===== config.mk =====
export PLATFORM = sky130hd
export DESIGN_NAME = crcchk_top
export DESIGN_NICKNAME = d
export VERILOG_FILES = /design/src/verilog/crcchk_pkg.sv /design/src/verilog/crcchk_top.sv
export VERILOG_INCLUDE_DIRS = /design/src /design/src/verilog
export SDC_FILE = /design/constraint.sdc
export NUM_CORES = 1
export LEC_CHECK = 0
export ABC_AREA = 1
export BUFFER_PORTS_ARGS = -buffer_cell sky130_fd_sc_hd__buf_4
export CORE_MARGIN = 3
export CORE_UTILIZATION = 29
export DETAILED_ROUTE_END_ITERATION = 10
export HOLD_SLACK_MARGIN = 0.15
export PLACE_DENSITY_LB_ADDON = 0.1
export SETUP_SLACK_MARGIN = 0.1
export SLEW_MARGIN = 20
export SYNTH_ARGS = -nofsm -noshare
export SYNTH_HDL_FRONTEND = slang
export SYNTH_SLANG_ARGS = --single-unit

===== constraint.sdc =====
create_clock -name hclk -period 2.2 [get_ports hclk]
set_input_delay 0.33 -clock hclk [delete_from_list [all_inputs] [get_ports hclk]]
set_output_delay 0.33 -clock hclk [all_outputs]
set_load 0.01 [all_outputs]

===== src/verilog/crcchk_defs.svh =====
// constants of the rom checksum checker: register offsets, bit positions, reset values
// assumes a 32-bit ahb-lite slave with one byte-wide register per aligned word
`ifndef CRCCHK_DEFS_SVH
`define CRCCHK_DEFS_SVH

`define CRCCHK_OFS_CTRL 8'h00
`define CRCCHK_OFS_DIN 8'h04
`define CRCCHK_OFS_DR 8'h08
`define CRCCHK_OFS_BEG 8'h0c
`define CRCCHK_OFS_CNT 8'h10
`define CRCCHK_OFS_ISTAT 8'h14
`define CRCCHK_OFS_IMASK 8'h18

`define CRCCHK_CTRL_PTR 0
`define CRCCHK_CTRL_START 1
`define CRCCHK_CTRL_SEL 2
`define CRCCHK_CTRL_SEED 3
`define CRCCHK_CTRL_DONE 4

`define CRCCHK_IRQ_SCAN 0
`define CRCCHK_IRQ_BYTE 1

`define CRCCHK_POLY 16'h1021
`define CRCCHK_SEED0 16'h0000
`define CRCCHK_SEED1 16'hffff
`define CRCCHK_LAST_SECT 7'h7f
`define CRCCHK_SECT_LAST_BYTE 7'h7f
`define CRCCHK_SECT_FIRST_BYTE 7'h00
`define CRCCHK_RST_CRC 16'h0000

`endif


===== src/verilog/crcchk_pkg.sv =====
// types of the rom checksum checker and its byte fold function
// assumes crcchk_defs.svh is on the include path
`include "crcchk_defs.svh"

package crcchk_pkg;

  typedef enum logic [1:0] {
    S_IDLE,
    S_RUN,
    S_DRAIN
  } crcchk_phase_t;

  typedef struct packed {
    logic rd;
    logic [13:0] addr;
  } crcchk_rom_req_t;

  typedef struct packed {
    logic [15:0] crc;
    logic ptr;
    logic seed_sel;
    crcchk_phase_t phase;
    logic [6:0] beg;
    logic [6:0] cnt;
    logic [13:0] addr;
    logic [13:0] last;
    logic fold;
    logic [1:0] istat;
    logic [1:0] imask;
    logic dp_act;
    logic dp_wr;
    logic [7:0] dp_ofs;
    logic rd_rdy;
    logic [7:0] rdata;
  } crcchk_state_t;

  // msb-first byte fold, unrolled by the tools into one cycle of xor logic
  function automatic logic [15:0] crcchk_fold(input logic [15:0] crc, input logic [7:0] din);
    logic [15:0] c;
    logic fb;
    c = crc;
    fb = 1'b0;
    for (int i = 7; i >= 0; i--) begin
      fb = c[15] ^ din[i];
      c = {c[14:0], 1'b0} ^ (fb ? `CRCCHK_POLY : 16'h0000);
    end
    return c;
  endfunction

endpackage


===== src/verilog/crcchk_top.sv =====
// rom checksum checker: ccitt-false crc engine with byte port and automatic rom sector scan
// assumes one ahb-lite master, a rom read port answering one cycle after rom_req.rd,
// and a processor that honours cpu_stall
//
// Overview of operation
// - checksum generator polynomial is 0x1021
// - one whole byte folded per clock
// - byte port write folds byte into checksum
// - byte port keeps nothing, reads zero
// - seed load gives 0x0000 or 0xffff
// - seed trigger pulses once, always reads zero
// - result window follows pointer, low or high
// - any seed preloadable through result window
// - scan start folds rom bytes into checksum
// - rom is 128 sectors of 128 bytes
// - scan begins at first sector times 128
// - last sector is first plus offset
// - scan past sector 127 is clamped
// - complete flag low only while scanning
// - processor stalls for whole scan
//
// Implementation choices: the placing of the registers and the AHB-Lite interface to the registers.
`timescale 1ns/10ps
`default_nettype none
`include "crcchk_defs.svh"

module crcchk_top (
  // clock and reset
  input wire logic hclk,
  input wire logic hresetn,
  // ahb-lite slave
  input wire logic hsel,
  input wire logic [31:0] haddr,
  input wire logic [1:0] htrans,
  input wire logic hwrite,
  input wire logic [2:0] hsize,
  input wire logic [31:0] hwdata,
  input wire logic hready,
  output logic hreadyout,
  output logic hresp,
  output logic [31:0] hrdata,
  // rom read port
  output crcchk_pkg::crcchk_rom_req_t rom_req,
  input wire logic [7:0] rom_data,
  // system
  output logic cpu_stall,
  output logic irq
);

  crcchk_pkg::crcchk_state_t q, d;

  logic busy;
  logic wr_go;
  logic rd_go;
  logic [7:0] w;
  logic [7:0] end_sum;
  logic [6:0] end_sect;
  logic [7:0] rd_mux;
  logic [1:0] ev;

  assign busy = (q.phase != crcchk_pkg::S_IDLE);
  // a write waits out a running scan; a read waits out a scan too, then takes one wait state so it sees
  // the effect of a write that completed in the cycle before
  assign wr_go = q.dp_act && q.dp_wr && !busy;
  assign rd_go = q.dp_act && !q.dp_wr && q.rd_rdy;
  assign hreadyout = !q.dp_act || wr_go || rd_go;
  assign hresp = 1'b0;
  assign hrdata = {24'h000000, q.rdata};
  assign w = hwdata[7:0];
  assign cpu_stall = busy;
  assign irq = |(q.istat & q.imask);
  assign rom_req.rd = (q.phase == crcchk_pkg::S_RUN);
  assign rom_req.addr = q.addr;

  // end sector: eighth bit of the sum means the range ran past the last sector
  assign end_sum = {1'b0, q.beg} + {1'b0, q.cnt};
  assign end_sect = end_sum[7] ? `CRCCHK_LAST_SECT : end_sum[6:0];

  always_comb begin
    rd_mux = 8'h00;
    unique case (q.dp_ofs)
      `CRCCHK_OFS_CTRL: begin
        rd_mux[`CRCCHK_CTRL_PTR] = q.ptr;
        rd_mux[`CRCCHK_CTRL_START] = busy;
        rd_mux[`CRCCHK_CTRL_SEL] = q.seed_sel;
        rd_mux[`CRCCHK_CTRL_SEED] = 1'b0;
        rd_mux[`CRCCHK_CTRL_DONE] = !busy;
      end
      `CRCCHK_OFS_DIN: rd_mux = 8'h00;
      `CRCCHK_OFS_DR: rd_mux = q.ptr ? q.crc[15:8] : q.crc[7:0];
      `CRCCHK_OFS_BEG: rd_mux = {1'b0, q.beg};
      `CRCCHK_OFS_CNT: rd_mux = {1'b0, q.cnt};
      `CRCCHK_OFS_ISTAT: rd_mux = {6'h00, q.istat};
      `CRCCHK_OFS_IMASK: rd_mux = {6'h00, q.imask};
      default: rd_mux = 8'h00;
    endcase
  end

  always_comb begin
    d = q;
    ev = 2'b00;

    // bus data phase
    if (q.dp_act && !q.dp_wr && !q.rd_rdy && !busy) begin
      d.rdata = rd_mux;
      d.rd_rdy = 1'b1;
    end
    if (hreadyout) begin
      d.dp_act = 1'b0;
    end

    if (wr_go) begin
      unique case (q.dp_ofs)
        `CRCCHK_OFS_CTRL: begin
          d.ptr = w[`CRCCHK_CTRL_PTR];
          d.seed_sel = w[`CRCCHK_CTRL_SEL];
          // the trigger is not stored: it acts only in the write cycle
          if (w[`CRCCHK_CTRL_SEED]) begin
            d.crc = w[`CRCCHK_CTRL_SEL] ? `CRCCHK_SEED1 : `CRCCHK_SEED0;
          end
          // start uses range registers written earlier, not this write's bits
          if (w[`CRCCHK_CTRL_START]) begin
            d.phase = crcchk_pkg::S_RUN;
            d.addr = {q.beg, `CRCCHK_SECT_FIRST_BYTE};
            d.last = {end_sect, `CRCCHK_SECT_LAST_BYTE};
          end
        end
        `CRCCHK_OFS_DIN: begin
          d.crc = crcchk_pkg::crcchk_fold(q.crc, w);
          ev[`CRCCHK_IRQ_BYTE] = 1'b1;
        end
        `CRCCHK_OFS_DR: begin
          if (q.ptr) begin
            d.crc[15:8] = w;
          end else begin
            d.crc[7:0] = w;
          end
        end
        `CRCCHK_OFS_BEG: d.beg = w[6:0];
        `CRCCHK_OFS_CNT: d.cnt = w[6:0];
        `CRCCHK_OFS_ISTAT: d.istat = q.istat & ~w[1:0];
        `CRCCHK_OFS_IMASK: d.imask = w[1:0];
        default: d.dp_act = 1'b0;
      endcase
    end

    // new address phase
    if (hsel && htrans[1] && hready) begin
      d.dp_act = 1'b1;
      d.dp_wr = hwrite;
      d.dp_ofs = {haddr[7:2], 2'b00};
      d.rd_rdy = 1'b0;
    end

    // rom scan: one read issued per cycle, folded when the data returns
    d.fold = (q.phase == crcchk_pkg::S_RUN);
    if (q.fold) begin
      d.crc = crcchk_pkg::crcchk_fold(q.crc, rom_data);
    end
    unique case (q.phase)
      crcchk_pkg::S_IDLE: begin
      end
      crcchk_pkg::S_RUN: begin
        if (q.addr == q.last) begin
          d.phase = crcchk_pkg::S_DRAIN;
        end else begin
          d.addr = q.addr + 14'h0001;
        end
      end
      crcchk_pkg::S_DRAIN: begin
        d.phase = crcchk_pkg::S_IDLE;
        ev[`CRCCHK_IRQ_SCAN] = 1'b1;
      end
    endcase

    // an event in the clearing cycle wins over the clear
    d.istat = d.istat | ev;
  end

  // all-zero reset: idle, seed zero, flags and masks clear
  always_ff @(posedge hclk or negedge hresetn) begin
    if (!hresetn) begin
      q <= '0;
    end else begin
      q <= d;
    end
  end
endmodule // crcchk_top

`default_nettype wire


==> reports/metrics.sh, run 1 <==
DETAIL_ROUTE.VIAS_PER_CELL=4.53
DR.FIRST_ITER.DRC_COUNT=280
CP.DEPTH=6
DRT-PASS1-ITER-COUNT=4
HOLD_VIOLATIONS=0
POWER.DENSITY_CELL_AREA_nW_PER_UM2=957
DIE_FOOTPRINT_UM2=21600
POSTSYNTH.ASYNCRESETSHARE_PCT=100
POWER.INTERNAL_mW=3.70
SEQPWRFRAC_PCT=35.4
GROUTE.USAGE.OVERALL_PCT=16.2
YOSYSTOPAREACELL='sky130_fd_sc_hd__dfrtp_1'
INITIAL_CORE_UTILIZATION_PCT=30.2
POWER.IR.VDD_WORST_mV=0.434
TOTAL_LEAKAGE_POWER_nW=3.35
RSZ0062_AT_GRT='no'
STATUS='finished clean'
YOSYS.CELL_COUNT.TOP_TYPE='sky130_fd_sc_hd__nand2_1'
POST_DRT_ANTENNA_NETS=0
MAPPEDNETLISTAREA_UM2=5760
CTSHTREEMAXLEVEL=3
CTS_TREE='built'
TIMING_MAX_TRANSITION_VIOLATIONS_FINAL=0
CLK_LATENCY_NS=0.35
GLOBAL_ROUTE_WIRE_LENGTH_BEFORE_REPAIR_UM=27600
WORST_EP_ARRIVAL_TIME_NS=1.67
ANTENNA_FOUND_INITIAL=0
MAX_SLEW_MARGIN_PCT=66.1
SYN_AREA_PER_CELL_UM2=6.95
SYNTH_WARNINGS=0
HOLD_PATH.CLASS='in -> reg'
POST_ROUTE_CELLS_DRIVE_ABOVE_1_SHARE_PCT=15.2
CPLARGESTDELAYFAMILY='buffers and inverters'
SYNTH-MAIN-FF-CELL='sky130_fd_sc_hd__dfrtp_1'
SYN_TO_FINAL_GROWTH_PCT=15.0
GRT_START_MAX_NET_PINS=34
WORST_PIN_SLEW_NS=0.507
DIEHEIGHT_UM=147
GLOBALROUTE.TOTALOVERFLOW=0
TOTAL_SWITCHING_POWER_mW=2.64
CTS.REPORTEDPATHS.CLKPINSLEW_NS=0.06
COMB_POWER_SHARE_PCT=39.7
PLACEABLECOREAREA_UM2=19100
CP_CELL_SEQUENCE='inv_1 -> ha_4 -> nand3_2 -> buf_4 -> o211ai_1 -> buf_4'
YOSYSTOPAREACELLSHARE_PCT=33.9
PLACE_CONGESTION=0.851
NUMBER_OF_ANTENNA_CELLS_INSERTED=0
CRITICAL_PATH_CLASS='reg -> out'
IO_BUFFERS=53
PERIOD_NEEDED_NS=2.00
WORSTHOLDPATHCELLS=2
FLOORPLAN.ROWS=50
FIN_CRIT_SH_PCT=90.8
YOSYS.CELL_TYPES.COUNT=43
IO-PIN-COUNT=133
SYNTH.TOP_CELLS.BY_AREA='sky130_fd_sc_hd__dfrtp_1 34%, sky130_fd_sc_hd__nand2_1 18%, sky130_fd_sc_hd__buf_4 6.3%'
POST-PLACE-CELLS=1118
REG2REGPATHDEPTH=10
FMAXACHIEVABLE_GHz=0.501
NETS=964
BUFFERING_STAGE_COUNT_ON_THE_WORST_PATH_WITH_INVERTERS_INCLUDED=3
FINAL_AREA_UM2=6620
ELEMENT_TYPE_AT_THE_CRITICAL_PATH_END='primary output'
DPL.HPWL_UM=13500
PLACE_AREA_UM2=6280
CRIT_FANOUT=4
POST_LAYOUT_NONFILLER_INSTANCES=1135
TIMING.MAX_CAP.VIOLATIONS=0
POST-ROUTE-DRC-COUNT=0
CTS_INSERTED_BUFFERS=9
DIE_W_UM=147
YS_SEQ_ELEMENTS=78
CP.REQUIRED_NS=1.87
FINAL-SETUP-VIOL-COUNT=0
FINALWIRELENGTH_UM=17300
POSTLAYOUTSETUPSLACKWORST_NS=0.203
VIAS=5140
FINAL.SETUP.TNS_NS=0
REPORT.POWER.TOTAL_mW=6.34
SHARE_CLK_OF_TOTAL_POWER_PCT=24.9
SYNTH_ENABLE_FLOP_CELLS=0
CPPEAKSTAGEDELAY_NS=0.38
POST_SYNTH_MOST_FREQUENT_CELLS='275 x sky130_fd_sc_hd__nand2_1, 78 x sky130_fd_sc_hd__dfrtp_1, 77 x sky130_fd_sc_hd__inv_1'
CP_SLOWEST_CELL='sky130_fd_sc_hd__dfrtp_1'
TRITONCTS_NUM_SINKS=78
SWITCHING_SHARE_PCT=41.6
FILLCELLCOUNT=2126
SYNTH_SEQUENTIAL_AREA_RATIO_PCT=33.9
CTS_BUFFER_DEPTH=2
ROUTED_WIRE_LENGTH_PER_INSTANCE_UM=15.2
CLOCK_SKEW_NS=0.00637
GRT_PASS1_VIAS=4917
TIMING.CRITICAL_PATH.MODE_CELL='sky130_fd_sc_hd__buf_4'
CP-START-KIND='flip-flop'
CELL_AT_THE_ROOT_OF_THE_CLOCK_TREE='sky130_fd_sc_hd__clkbuf_16'
MINIMUM_SETUP_SLACK_AFTER_PLACEMENT_NS=0.154
SYN-INSTANCE-COUNT=828
## per-stage QoR
| stage | utilization, % | hold slack (ns) |
|---|---|---|
| final | 34.7 | 0.211 |
| after global routing | 34.7 | 0.207 |
| after CTS | 34.6 | 0.199 |
| after detailed placement | 32.9 | 0.329 |
| after global placement | 32.9 | 0.325 |
| after floorplan | - | 0.0344 |
## worst reg2reg max path, delay by kind of cell, from the launching register on
family / cells / cell delay [ns]
DFF: 1 / 0.44
and+or+nand+nor: 4 / 0.28
adders and majority gates: 2 / 0.65
buffers and inverters: 2 / 0.16
AOI/OAI and AO/OA: 1 / 0.12
xor gates and xnor gates: 1 / 0.14
## path summary, 6_finish.rpt
| kind | startpoint | endpoint | slack, ns |
|---|---|---|---|
| worst max-delay path | q[66]$_DFF_PN0_ | hreadyout | 0.20 |
| worst min-delay path | haddr[4] | q[13]$_DFFE_PN0P_ | 0.21 |
| worst max register to register | q[59]$_DFFE_PN0P_ | q[37]$_DFFE_PN0P_ | 0.30 |
| worst min register to register | q[30]$_DFFE_PN0P_ | q[30]$_DFFE_PN0P_ | 0.48 |
| max in group asynchronous | hresetn | q[18]$_DFF_PN0_ | 1.09 |
| min in group asynchronous | hresetn | rom_req[9]$_DFF_PN0_ | 0.49 |
## repair_timing
| action | CTS | global route |
|---|---|---|
| hold endpoints to repair | 30 | 0 |
| gates resized for setup | 2 | 1 |
| hold buffers | 1 | 0 |
| endpoints found under the setup margin | 1 | 1 |
| setup buffers | 0 | 0 |
## flip-flops by register name, indices dropped and copies added (netlist names)
register  flops
hrdata        8
q            56
rom_req      14
## final cells by class
| type | instances | area, µm² | share of cell area [%] |
|---|---|---|---|
| tap | 260 | 325 | 4.92 |
| multi-input combinational | 619 | 3130 | 47.2 |
| inverter | 87 | 327 | 4.93 |
| clock inverter | 5 | 57.6 | 0.870 |
| sequential | 78 | 1950 | 29.5 |
| timing repair buffer | 75 | 578 | 8.74 |
| clock buffer | 11 | 253 | 3.82 |
## power groups by stage
| stage | Sequential [mW] | Combinational [mW] | Clock (mW) |
|---|---|---|---|
| after floorplan | 2.01 | 2.07 | 0 |
| after global placement | 2.28 | 2.51 | 0 |
| after detailed placement | 2.27 | 2.51 | 0 |
| after CTS | 2.25 | 2.53 | 1.63 |
| after global routing | 2.31 | 2.88 | 1.70 |
| final | 2.24 | 2.52 | 1.58 |
## metal layers
layer / GRT usage [%] / vias up / wire length, µm
li1: - / 2651 / -
met2: 23.6 / 107 / 7360
met4: 3.31 / 0 / 159
met3: 3.39 / 10 / 734
met1: 24.7 / 2372 / 9020
met5: 0 / - / 0
## cells in the final DEF, fill, tap and decap left out, types with 16 or more instances in the layout
master                    Yosys  layout
sky130_fd_sc_hd__a21oi_1     45      45
sky130_fd_sc_hd__buf_4       48      73
sky130_fd_sc_hd__xor2_1      22      22
sky130_fd_sc_hd__nand3_1     52      51
sky130_fd_sc_hd__nor2_1      50      50
sky130_fd_sc_hd__inv_1       77      77
sky130_fd_sc_hd__o21ai_0     37      37
sky130_fd_sc_hd__conb_1       1      25
sky130_fd_sc_hd__nand2_1    275     275
sky130_fd_sc_hd__dfrtp_1     78      78
sky130_fd_sc_hd__xnor2_1     16      16
## cell families after synthesis
family,count (synthesis),share of synthesized area (%)
adders and majority gates,12,2.74
AOI/OAI and AO/OA,115,10.9
and+or+nand+nor,427,32.5
muxes,2,0.391
other,1,0.0651
DFF,78,33.9
xor gates and xnor gates,38,5.78
buffers and inverters,155,13.7
(Power assumes the default switching activity.)
==> run 2: changes to the inputs <==
--- a/config.mk
+++ b/config.mk
@@ -9,7 +9,7 @@
 export ABC_AREA = 1
 export BUFFER_PORTS_ARGS = -buffer_cell sky130_fd_sc_hd__buf_4
 export CORE_MARGIN = 3
-export CORE_UTILIZATION = 29
+export CORE_UTILIZATION = 55
 export DETAILED_ROUTE_END_ITERATION = 10
 export HOLD_SLACK_MARGIN = 0.15
 export PLACE_DENSITY_LB_ADDON = 0.1
==> run 2 against run 1 <==
Compared with the run above:
- global-route usage increased by 10 points
- highest routed layer unchanged
- clock power decreased by 20%
- critical path depth unchanged
- sequential cell count unchanged
- worst hold slack got worse by 0.016 ns
- final cell count decreased by 12%
- combinational power decreased by 3%
- worst setup slack improved by 0.010 ns
- via count increased by 4.7%
==> reports/metrics.sh, run 2 (same netlist as run 1, synthesis figures left out) <==
FILLCELLCOUNT=952  # -55%
MULTI_INPUT_COMB_AREA_UM2=3120  # about the same
POSTLAYOUTSETUPSLACKWORST_NS=0.214  # +0.0103 ns
PLACEABLECOREAREA_UM2=9950  # -48%
TIMING.MAX_CAP.VIOLATIONS=0  # unchanged
CLOCK_SKEW_NS=0.0151  # +0.00874 ns
DRT-PASS1-ITER-COUNT=6  # +2
GRT_PASS1_VIAS=4952  # +0.71%
LARGEST-REGISTER='q'
CP_SLOWEST_CELL='sky130_fd_sc_hd__dfrtp_1'
DIE_FOOTPRINT_UM2=11700  # -46%
CTS_TREE='built'
REGISTER_AREA_UM2=1950  # unchanged
CPPEAKSTAGEDELAY_NS=0.39  # about the same
CELL_AT_THE_ROOT_OF_THE_CLOCK_TREE='sky130_fd_sc_hd__clkbuf_8'
GLOBALROUTE.TOTALOVERFLOW=0  # unchanged
HOLD_PATH.CLASS='in -> reg'
ELEMENT_TYPE_AT_THE_CRITICAL_PATH_END='primary output'
CRITICAL_PATH_CLASS='reg -> out'
MINIMUM_SETUP_SLACK_AFTER_PLACEMENT_NS=0.245  # +0.0914 ns
CTSHTREEMAXLEVEL=3  # unchanged
ANTENNA_FOUND_INITIAL=0  # unchanged
CP_CELL_SEQUENCE='inv_1 -> ha_2 -> nand3_4 -> buf_4 -> o211ai_1 -> buf_4'
POST-ROUTE-DRC-COUNT=0  # unchanged
TOTAL_LEAKAGE_POWER_nW=3.25  # -3.1%
CTS_BUFFER_DEPTH=2  # unchanged
GROUTE.USAGE.OVERALL_PCT=26.2  # +10 points
FINAL-SETUP-VIOL-COUNT=0  # unchanged
NETS=952  # -1.2%
DETAIL_ROUTE.VIAS_PER_CELL=5.40  # +19%
TIMING.CRITICAL_PATH.MODE_CELL='sky130_fd_sc_hd__buf_4'
POWER.DENSITY_CELL_AREA_nW_PER_UM2=946  # -1.2%
CTS_INSERTED_BUFFERS=9  # unchanged
CRIT_FANOUT=5  # +1
GRT_START_MAX_NET_PINS=35  # +2.9%
DPL.HPWL_UM=11100  # -17%
FINALWIRELENGTH_UM=14600  # -15%
DIE_W_UM=108  # -26%
POST_DRT_ANTENNA_NETS=0  # unchanged
SYN_TO_FINAL_GROWTH_PCT=9.06
WORST_EP_ARRIVAL_TIME_NS=1.66  # about the same
ROUTED_WIRE_LENGTH_PER_INSTANCE_UM=14.7  # -3.4%
RSZ0062_AT_GRT='no'
POWER.IR.VDD_WORST_mV=0.513  # +18%
MOSTFREQUENTLAYOUTCELL='sky130_fd_sc_hd__nand2_1'
DIEHEIGHT_UM=108  # -26%
HOLD_VIOLATIONS=0  # unchanged
INITIAL_CORE_UTILIZATION_PCT=57.8  # +28 points
CLK_LATENCY_NS=0.38  # +0.03 ns
TIMING_MAX_TRANSITION_VIOLATIONS_FINAL=0  # unchanged
CP-START-KIND='flip-flop'
FLOORPLAN.ROWS=36  # -28%
WHS_NS=0.196  # -0.0155 ns
CP.REQUIRED_NS=1.87  # about the same
FMAXACHIEVABLE_GHz=0.503  # +0.52%
FIN_CRIT_SH_PCT=90.3  # -0.47 points
NUMBER_OF_ANTENNA_CELLS_INSERTED=0  # unchanged
IO_BUFFERS=53  # unchanged
DR.FIRST_ITER.DRC_COUNT=464  # +66%
CTS.REPORTEDPATHS.CLKPINSLEW_NS=0.08  # +0.02 ns
PLACE_CONGESTION=0.959  # +13%
FINAL.SETUP.TNS_NS=0  # unchanged
TRITONCTS_NUM_SINKS=78  # unchanged
STATUS='finished clean'
GLOBAL_ROUTE_WIRE_LENGTH_BEFORE_REPAIR_UM=24300  # -12%
IO-PIN-COUNT=133  # unchanged
FINAL_CELL_MIX='275 x sky130_fd_sc_hd__nand2_1, 78 x sky130_fd_sc_hd__dfrtp_1, 77 x sky130_fd_sc_hd__inv_1, 62 x sky130_fd_sc_hd__buf_4, 51 x sky130_fd_sc_hd__nand3_1'
POST_ROUTE_CELLS_DRIVE_ABOVE_1_SHARE_PCT=14.0  # -1.2 points
VIAS=5381  # +4.7%
LARGEST_REG_FLOPS=56  # unchanged
PERIOD_NEEDED_NS=1.99  # -0.0103 ns
[run 2: what timing repair did]
action                                  CTS  global route
gates resized for setup                   1             3
pin swaps                                 0             0
endpoints found under the hold margin    32             0
endpoints found under the setup margin    1             5
hold buffers                              1             0
buffers inserted                          0             0
[run 2: path summary, 6_finish.rpt]
check / cells after the start / slack, ns / startpoint / end
worst min register to register: 2 / 0.48 / q[30]$_DFFE_PN0P_ / q[30]$_DFFE_PN0P_
max in group asynchronous: 3 / 1.05 / hresetn / q[74]$_DFFE_PN0P_
worst max register to register: 10 / 0.25 / q[13]$_DFFE_PN0P_ / q[84]$_DFFE_PN0P_
min in group asynchronous: 2 / 0.44 / hresetn / rom_req[12]$_DFF_PN0_
worst max-delay path: 6 / 0.21 / q[66]$_DFF_PN0_ / hreadyout
worst min-delay path: 2 / 0.20 / haddr[4] / q[13]$_DFFE_PN0P_
[run 2: critical path, delay by kind of cell, from the launching register on]
family | cells | cell delay, ns
adders and majority gates | 1 | 0.23
AOI/OAI and AO/OA | 1 | 0.10
and+or+nand+nor | 1 | 0.12
DFF | 1 | 0.39
buffers and inverters | 3 | 0.43
[run 2: cell type report]
| type | instances | share of cell area, % |
|---|---|---|
| multi-input combinational | 619 | 49.7 |
| sequential | 78 | 31.1 |
| timing repair buffer | 63 | 7.57 |
| inverter | 87 | 5.24 |
| tap | 133 | 2.65 |
| clock buffer | 11 | 2.41 |
| clock inverter | 5 | 1.30 |
[run 2: routing by layer]
metal / GRT usage, % / routed length (µm)
met1: 38.3 / 6850
met2: 40.2 / 6460
met3: 4.96 / 1110
met4: 6.49 / 208
met5: 0 / 0
[run 2: power by group]
group          switching (mW)  total, mW  internal [mW]  leakage, nW
logic                    1.49       2.45          0.957         2.24
registers               0.451       2.22           1.77        0.889
clock network           0.570       1.27          0.701        0.116
total                    2.52       5.94           3.43         3.25
[run 2: metrics by stage]
step                cells  area [µm²]  util (%)  total power [mW]
global placement      979        6020      60.5              4.56
detailed placement    979        6020      60.5              4.64
global route          996        6280      63.1              6.41
CTS                   996        6270      62.9              5.92
finish                996        6280      63.1              5.94
floorplan             852        5850         -              4.08
==> run 3: changes to the inputs <==
--- a/config.mk
+++ b/config.mk
@@ -13,6 +13,7 @@
 export DETAILED_ROUTE_END_ITERATION = 10
 export HOLD_SLACK_MARGIN = 0.15
 export PLACE_DENSITY_LB_ADDON = 0.1
+export RECOVER_POWER = 50
 export SETUP_SLACK_MARGIN = 0.1
 export SLEW_MARGIN = 20
 export SYNTH_ARGS = -nofsm -noshare
==> run 3 against run 2 <==
Compared with the run above:
- global-route usage unchanged
- worst setup slack worse by 0.0034 ns
- clock skew about the same
- via count down 0.45%
- sequential power about the same
- critical path type unchanged
- highest routed layer unchanged
==> reports/metrics.sh, run 3 (same netlist as run 1, synthesis figures left out) <==
REPORT.POWER.TOTAL_mW=5.89  # -0.86%
CTS_INSERTED_BUFFERS=9  # unchanged
PERIOD_NEEDED_NS=1.99  # +0.00340 ns
DETAIL_ROUTE.VIAS_PER_CELL=5.38  # -0.45%
FINALWIRELENGTH_UM=14600  # -0.22%
IO_BUFFERS=53  # unchanged
PLACEABLECOREAREA_UM2=9950  # unchanged
RSZ0062_AT_GRT='no'
IO-PIN-COUNT=133  # unchanged
POST_DRT_ANTENNA_NETS=0  # unchanged
FMAXACHIEVABLE_GHz=0.503  # -0.17%
DIE_FOOTPRINT_UM2=11700  # unchanged
COMB_POWER_SHARE_PCT=40.9  # -0.4 points
CTS_TREE='built'
CLK_LATENCY_NS=0.38  # about the same
CPPEAKSTAGEDELAY_NS=0.40  # about the same
WORST_PIN_SLEW_NS=0.900
LARGEST-REGISTER='q'
DIEHEIGHT_UM=108  # unchanged
GLOBAL_ROUTE_WIRE_LENGTH_BEFORE_REPAIR_UM=24300  # unchanged
CP-START-KIND='flip-flop'
CTS_BUFFER_DEPTH=2  # unchanged
TOTAL_SWITCHING_POWER_mW=2.51  # -0.40%
CRIT_FANOUT=5  # unchanged
WORST_EP_ARRIVAL_TIME_NS=1.66  # about the same
MOSTFREQUENTLAYOUTCELL='sky130_fd_sc_hd__nand2_1'
ANTENNA_FOUND_INITIAL=0  # unchanged
FLOORPLAN.ROWS=36  # unchanged
FINAL_CORE_UTIL_PCT=62.7  # -0.38 points
POWER.INTERNAL_mW=3.38  # -1.2%
CP.REQUIRED_NS=1.87  # about the same
SYN_TO_FINAL_GROWTH_PCT=8.41
ELEMENT_TYPE_AT_THE_CRITICAL_PATH_END='primary output'
GROUTE.USAGE.OVERALL_PCT=26.2  # unchanged
CP_SLOWEST_CELL='sky130_fd_sc_hd__dfrtp_1'
STATUS='finished clean'
FIN_CRIT_SH_PCT=90.4  # +0.15 points
DR.FIRST_ITER.DRC_COUNT=449  # -3.2%
TIMING.CRITICAL_PATH.MODE_CELL='sky130_fd_sc_hd__buf_4'
PLACE_CONGESTION=0.959  # unchanged
POST-ROUTE-DRC-COUNT=0  # unchanged
GRT_PASS1_VIAS=4952  # unchanged
SWITCHING_SHARE_PCT=42.5  # +0.20 points
CTSHTREEMAXLEVEL=3  # unchanged
GRT_START_MAX_NET_PINS=35  # unchanged
CP_CELL_SEQUENCE='inv_1 -> ha_2 -> nand3_4 -> buf_4 -> o211ai_1 -> buf_4'
LARGEST_REG_FLOPS=56  # unchanged
TOTAL_LEAKAGE_POWER_nW=3.21  # -1.0%
TRITONCTS_NUM_SINKS=78  # unchanged
INITIAL_CORE_UTILIZATION_PCT=57.8  # unchanged
SHARE_CLK_OF_TOTAL_POWER_PCT=21.5  # about the same
NETS=952  # unchanged
POWER.DENSITY_CELL_AREA_nW_PER_UM2=944  # -0.26%
CELL_AT_THE_ROOT_OF_THE_CLOCK_TREE='sky130_fd_sc_hd__clkbuf_8'
DIE_W_UM=108  # unchanged
FINAL-SETUP-VIOL-COUNT=0  # unchanged
ROUTED_WIRE_LENGTH_PER_INSTANCE_UM=14.7  # -0.22%
FINAL_CELL_MIX='275 x sky130_fd_sc_hd__nand2_1, 78 x sky130_fd_sc_hd__dfrtp_1, 77 x sky130_fd_sc_hd__inv_1, 51 x sky130_fd_sc_hd__nand3_1'
NUMBER_OF_ANTENNA_CELLS_INSERTED=0  # unchanged
POWER.IR.VDD_WORST_mV=0.512  # about the same
SEQPWRFRAC_PCT=37.6  # +0.2 points
DRT-PASS1-ITER-COUNT=5  # -1
MAX_SLEW_MARGIN_PCT=40.0
FINAL.SETUP.TNS_NS=0  # unchanged
TIMING_MAX_TRANSITION_VIOLATIONS_FINAL=0  # unchanged
HOLD_PATH.CLASS='in -> reg'
HOLD_VIOLATIONS=0  # unchanged
CRITICAL_PATH_CLASS='reg -> out'
CLOCK_SKEW_NS=0.0154  # +0.000269 ns
CTS.REPORTEDPATHS.CLKPINSLEW_NS=0.08  # about the same
GLOBALROUTE.TOTALOVERFLOW=0  # unchanged
DPL.HPWL_UM=11100  # unchanged
POST_ROUTE_CELLS_DRIVE_ABOVE_1_SHARE_PCT=13.1  # -0.93 points
TIMING.MAX_CAP.VIOLATIONS=0  # unchanged
VIAS=5357  # -0.45%
## run 3: cell count changes in the layout (fill, tap and decap cells not counted)
cell | before | now
sky130_fd_sc_hd__clkbuf_1 | 0 | 8
sky130_fd_sc_hd__clkbuf_4 | 0 | 1
sky130_fd_sc_hd__buf_4 | 62 | 50
sky130_fd_sc_hd__clkbuf_2 | 0 | 3
## run 3: area by class of cell
cell class,instances,area [µm²]
clock buffers,11,151
multi-input cells,619,3120
fillers,959,3710
inverters,87,329
repair buffers,63,438
flip-flops and latches,78,1950
clock inverters,5,81.3
well taps,133,166
## run 3: repair_timing
item	in CTS	in global routing
hold buffers	1	0
setup endpoints to repair	1	5
hold endpoints to repair	32	0
resized for setup	1	3
buffers inserted	0	0
gates cloned	0	0
## run 3: path summary, 6_finish.rpt
kind | startpoint | endpoint | slack [ns] | depth (start not counted)
min in group asynchronous | hresetn | rom_req[12]$_DFF_PN0_ | 0.61 | 2
min reg2reg | q[30]$_DFFE_PN0P_ | q[30]$_DFFE_PN0P_ | 0.48 | 2
max in group asynchronous | hresetn | q[74]$_DFFE_PN0P_ | 0.46 | 3
max | q[67]$_DFF_PN0_ | hreadyout | 0.21 | 6
max reg2reg | q[13]$_DFFE_PN0P_ | q[82]$_DFFE_PN0P_ | 0.26 | 10
min | haddr[4] | q[13]$_DFFE_PN0P_ | 0.20 | 2
## run 3: through the flow
stage / hold WS [ns] / area (µm²) / std cells / setup WS, ns
2_1_floorplan: 0.0344 / 5850 / 852 / 0.495
3_3_place_gp: 0.320 / 6020 / 979 / 0.287
3_5_place_dp: 0.317 / 6020 / 979 / 0.245
4_1_cts: 0.191 / 6270 / 996 / 0.144
5_1_grt: 0.190 / 6240 / 996 / 0.106
6_report: 0.199 / 6240 / 996 / 0.210
## run 3: layer usage
metal  vias up  GRT usage, %  wire length (µm)
met5         -             0                 0
li1       2617             -                 -
met3        23          4.96              1170
met2       230          40.2              6460
met4         0          6.49               186
met1      2487          38.3              6790
## run 3: power groups by stage
stage / Sequential, mW / Combinational, mW / Clock [mW]
3_3_place_gp: 2.22 / 2.34 / 0
4_1_cts: 2.21 / 2.42 / 1.29
3_5_place_dp: 2.24 / 2.40 / 0
2_1_floorplan: 2.01 / 2.07 / 0
6_report: 2.22 / 2.41 / 1.27
5_1_grt: 2.27 / 2.74 / 1.35
## run 3: critical path: cells and delay by family (launching register included)
kind / cells / cell delay [ns]
buf+inv: 3 / 0.43
flops: 1 / 0.40
fa+ha+maj: 1 / 0.22
simple gates: 1 / 0.12
compound gates: 1 / 0.10
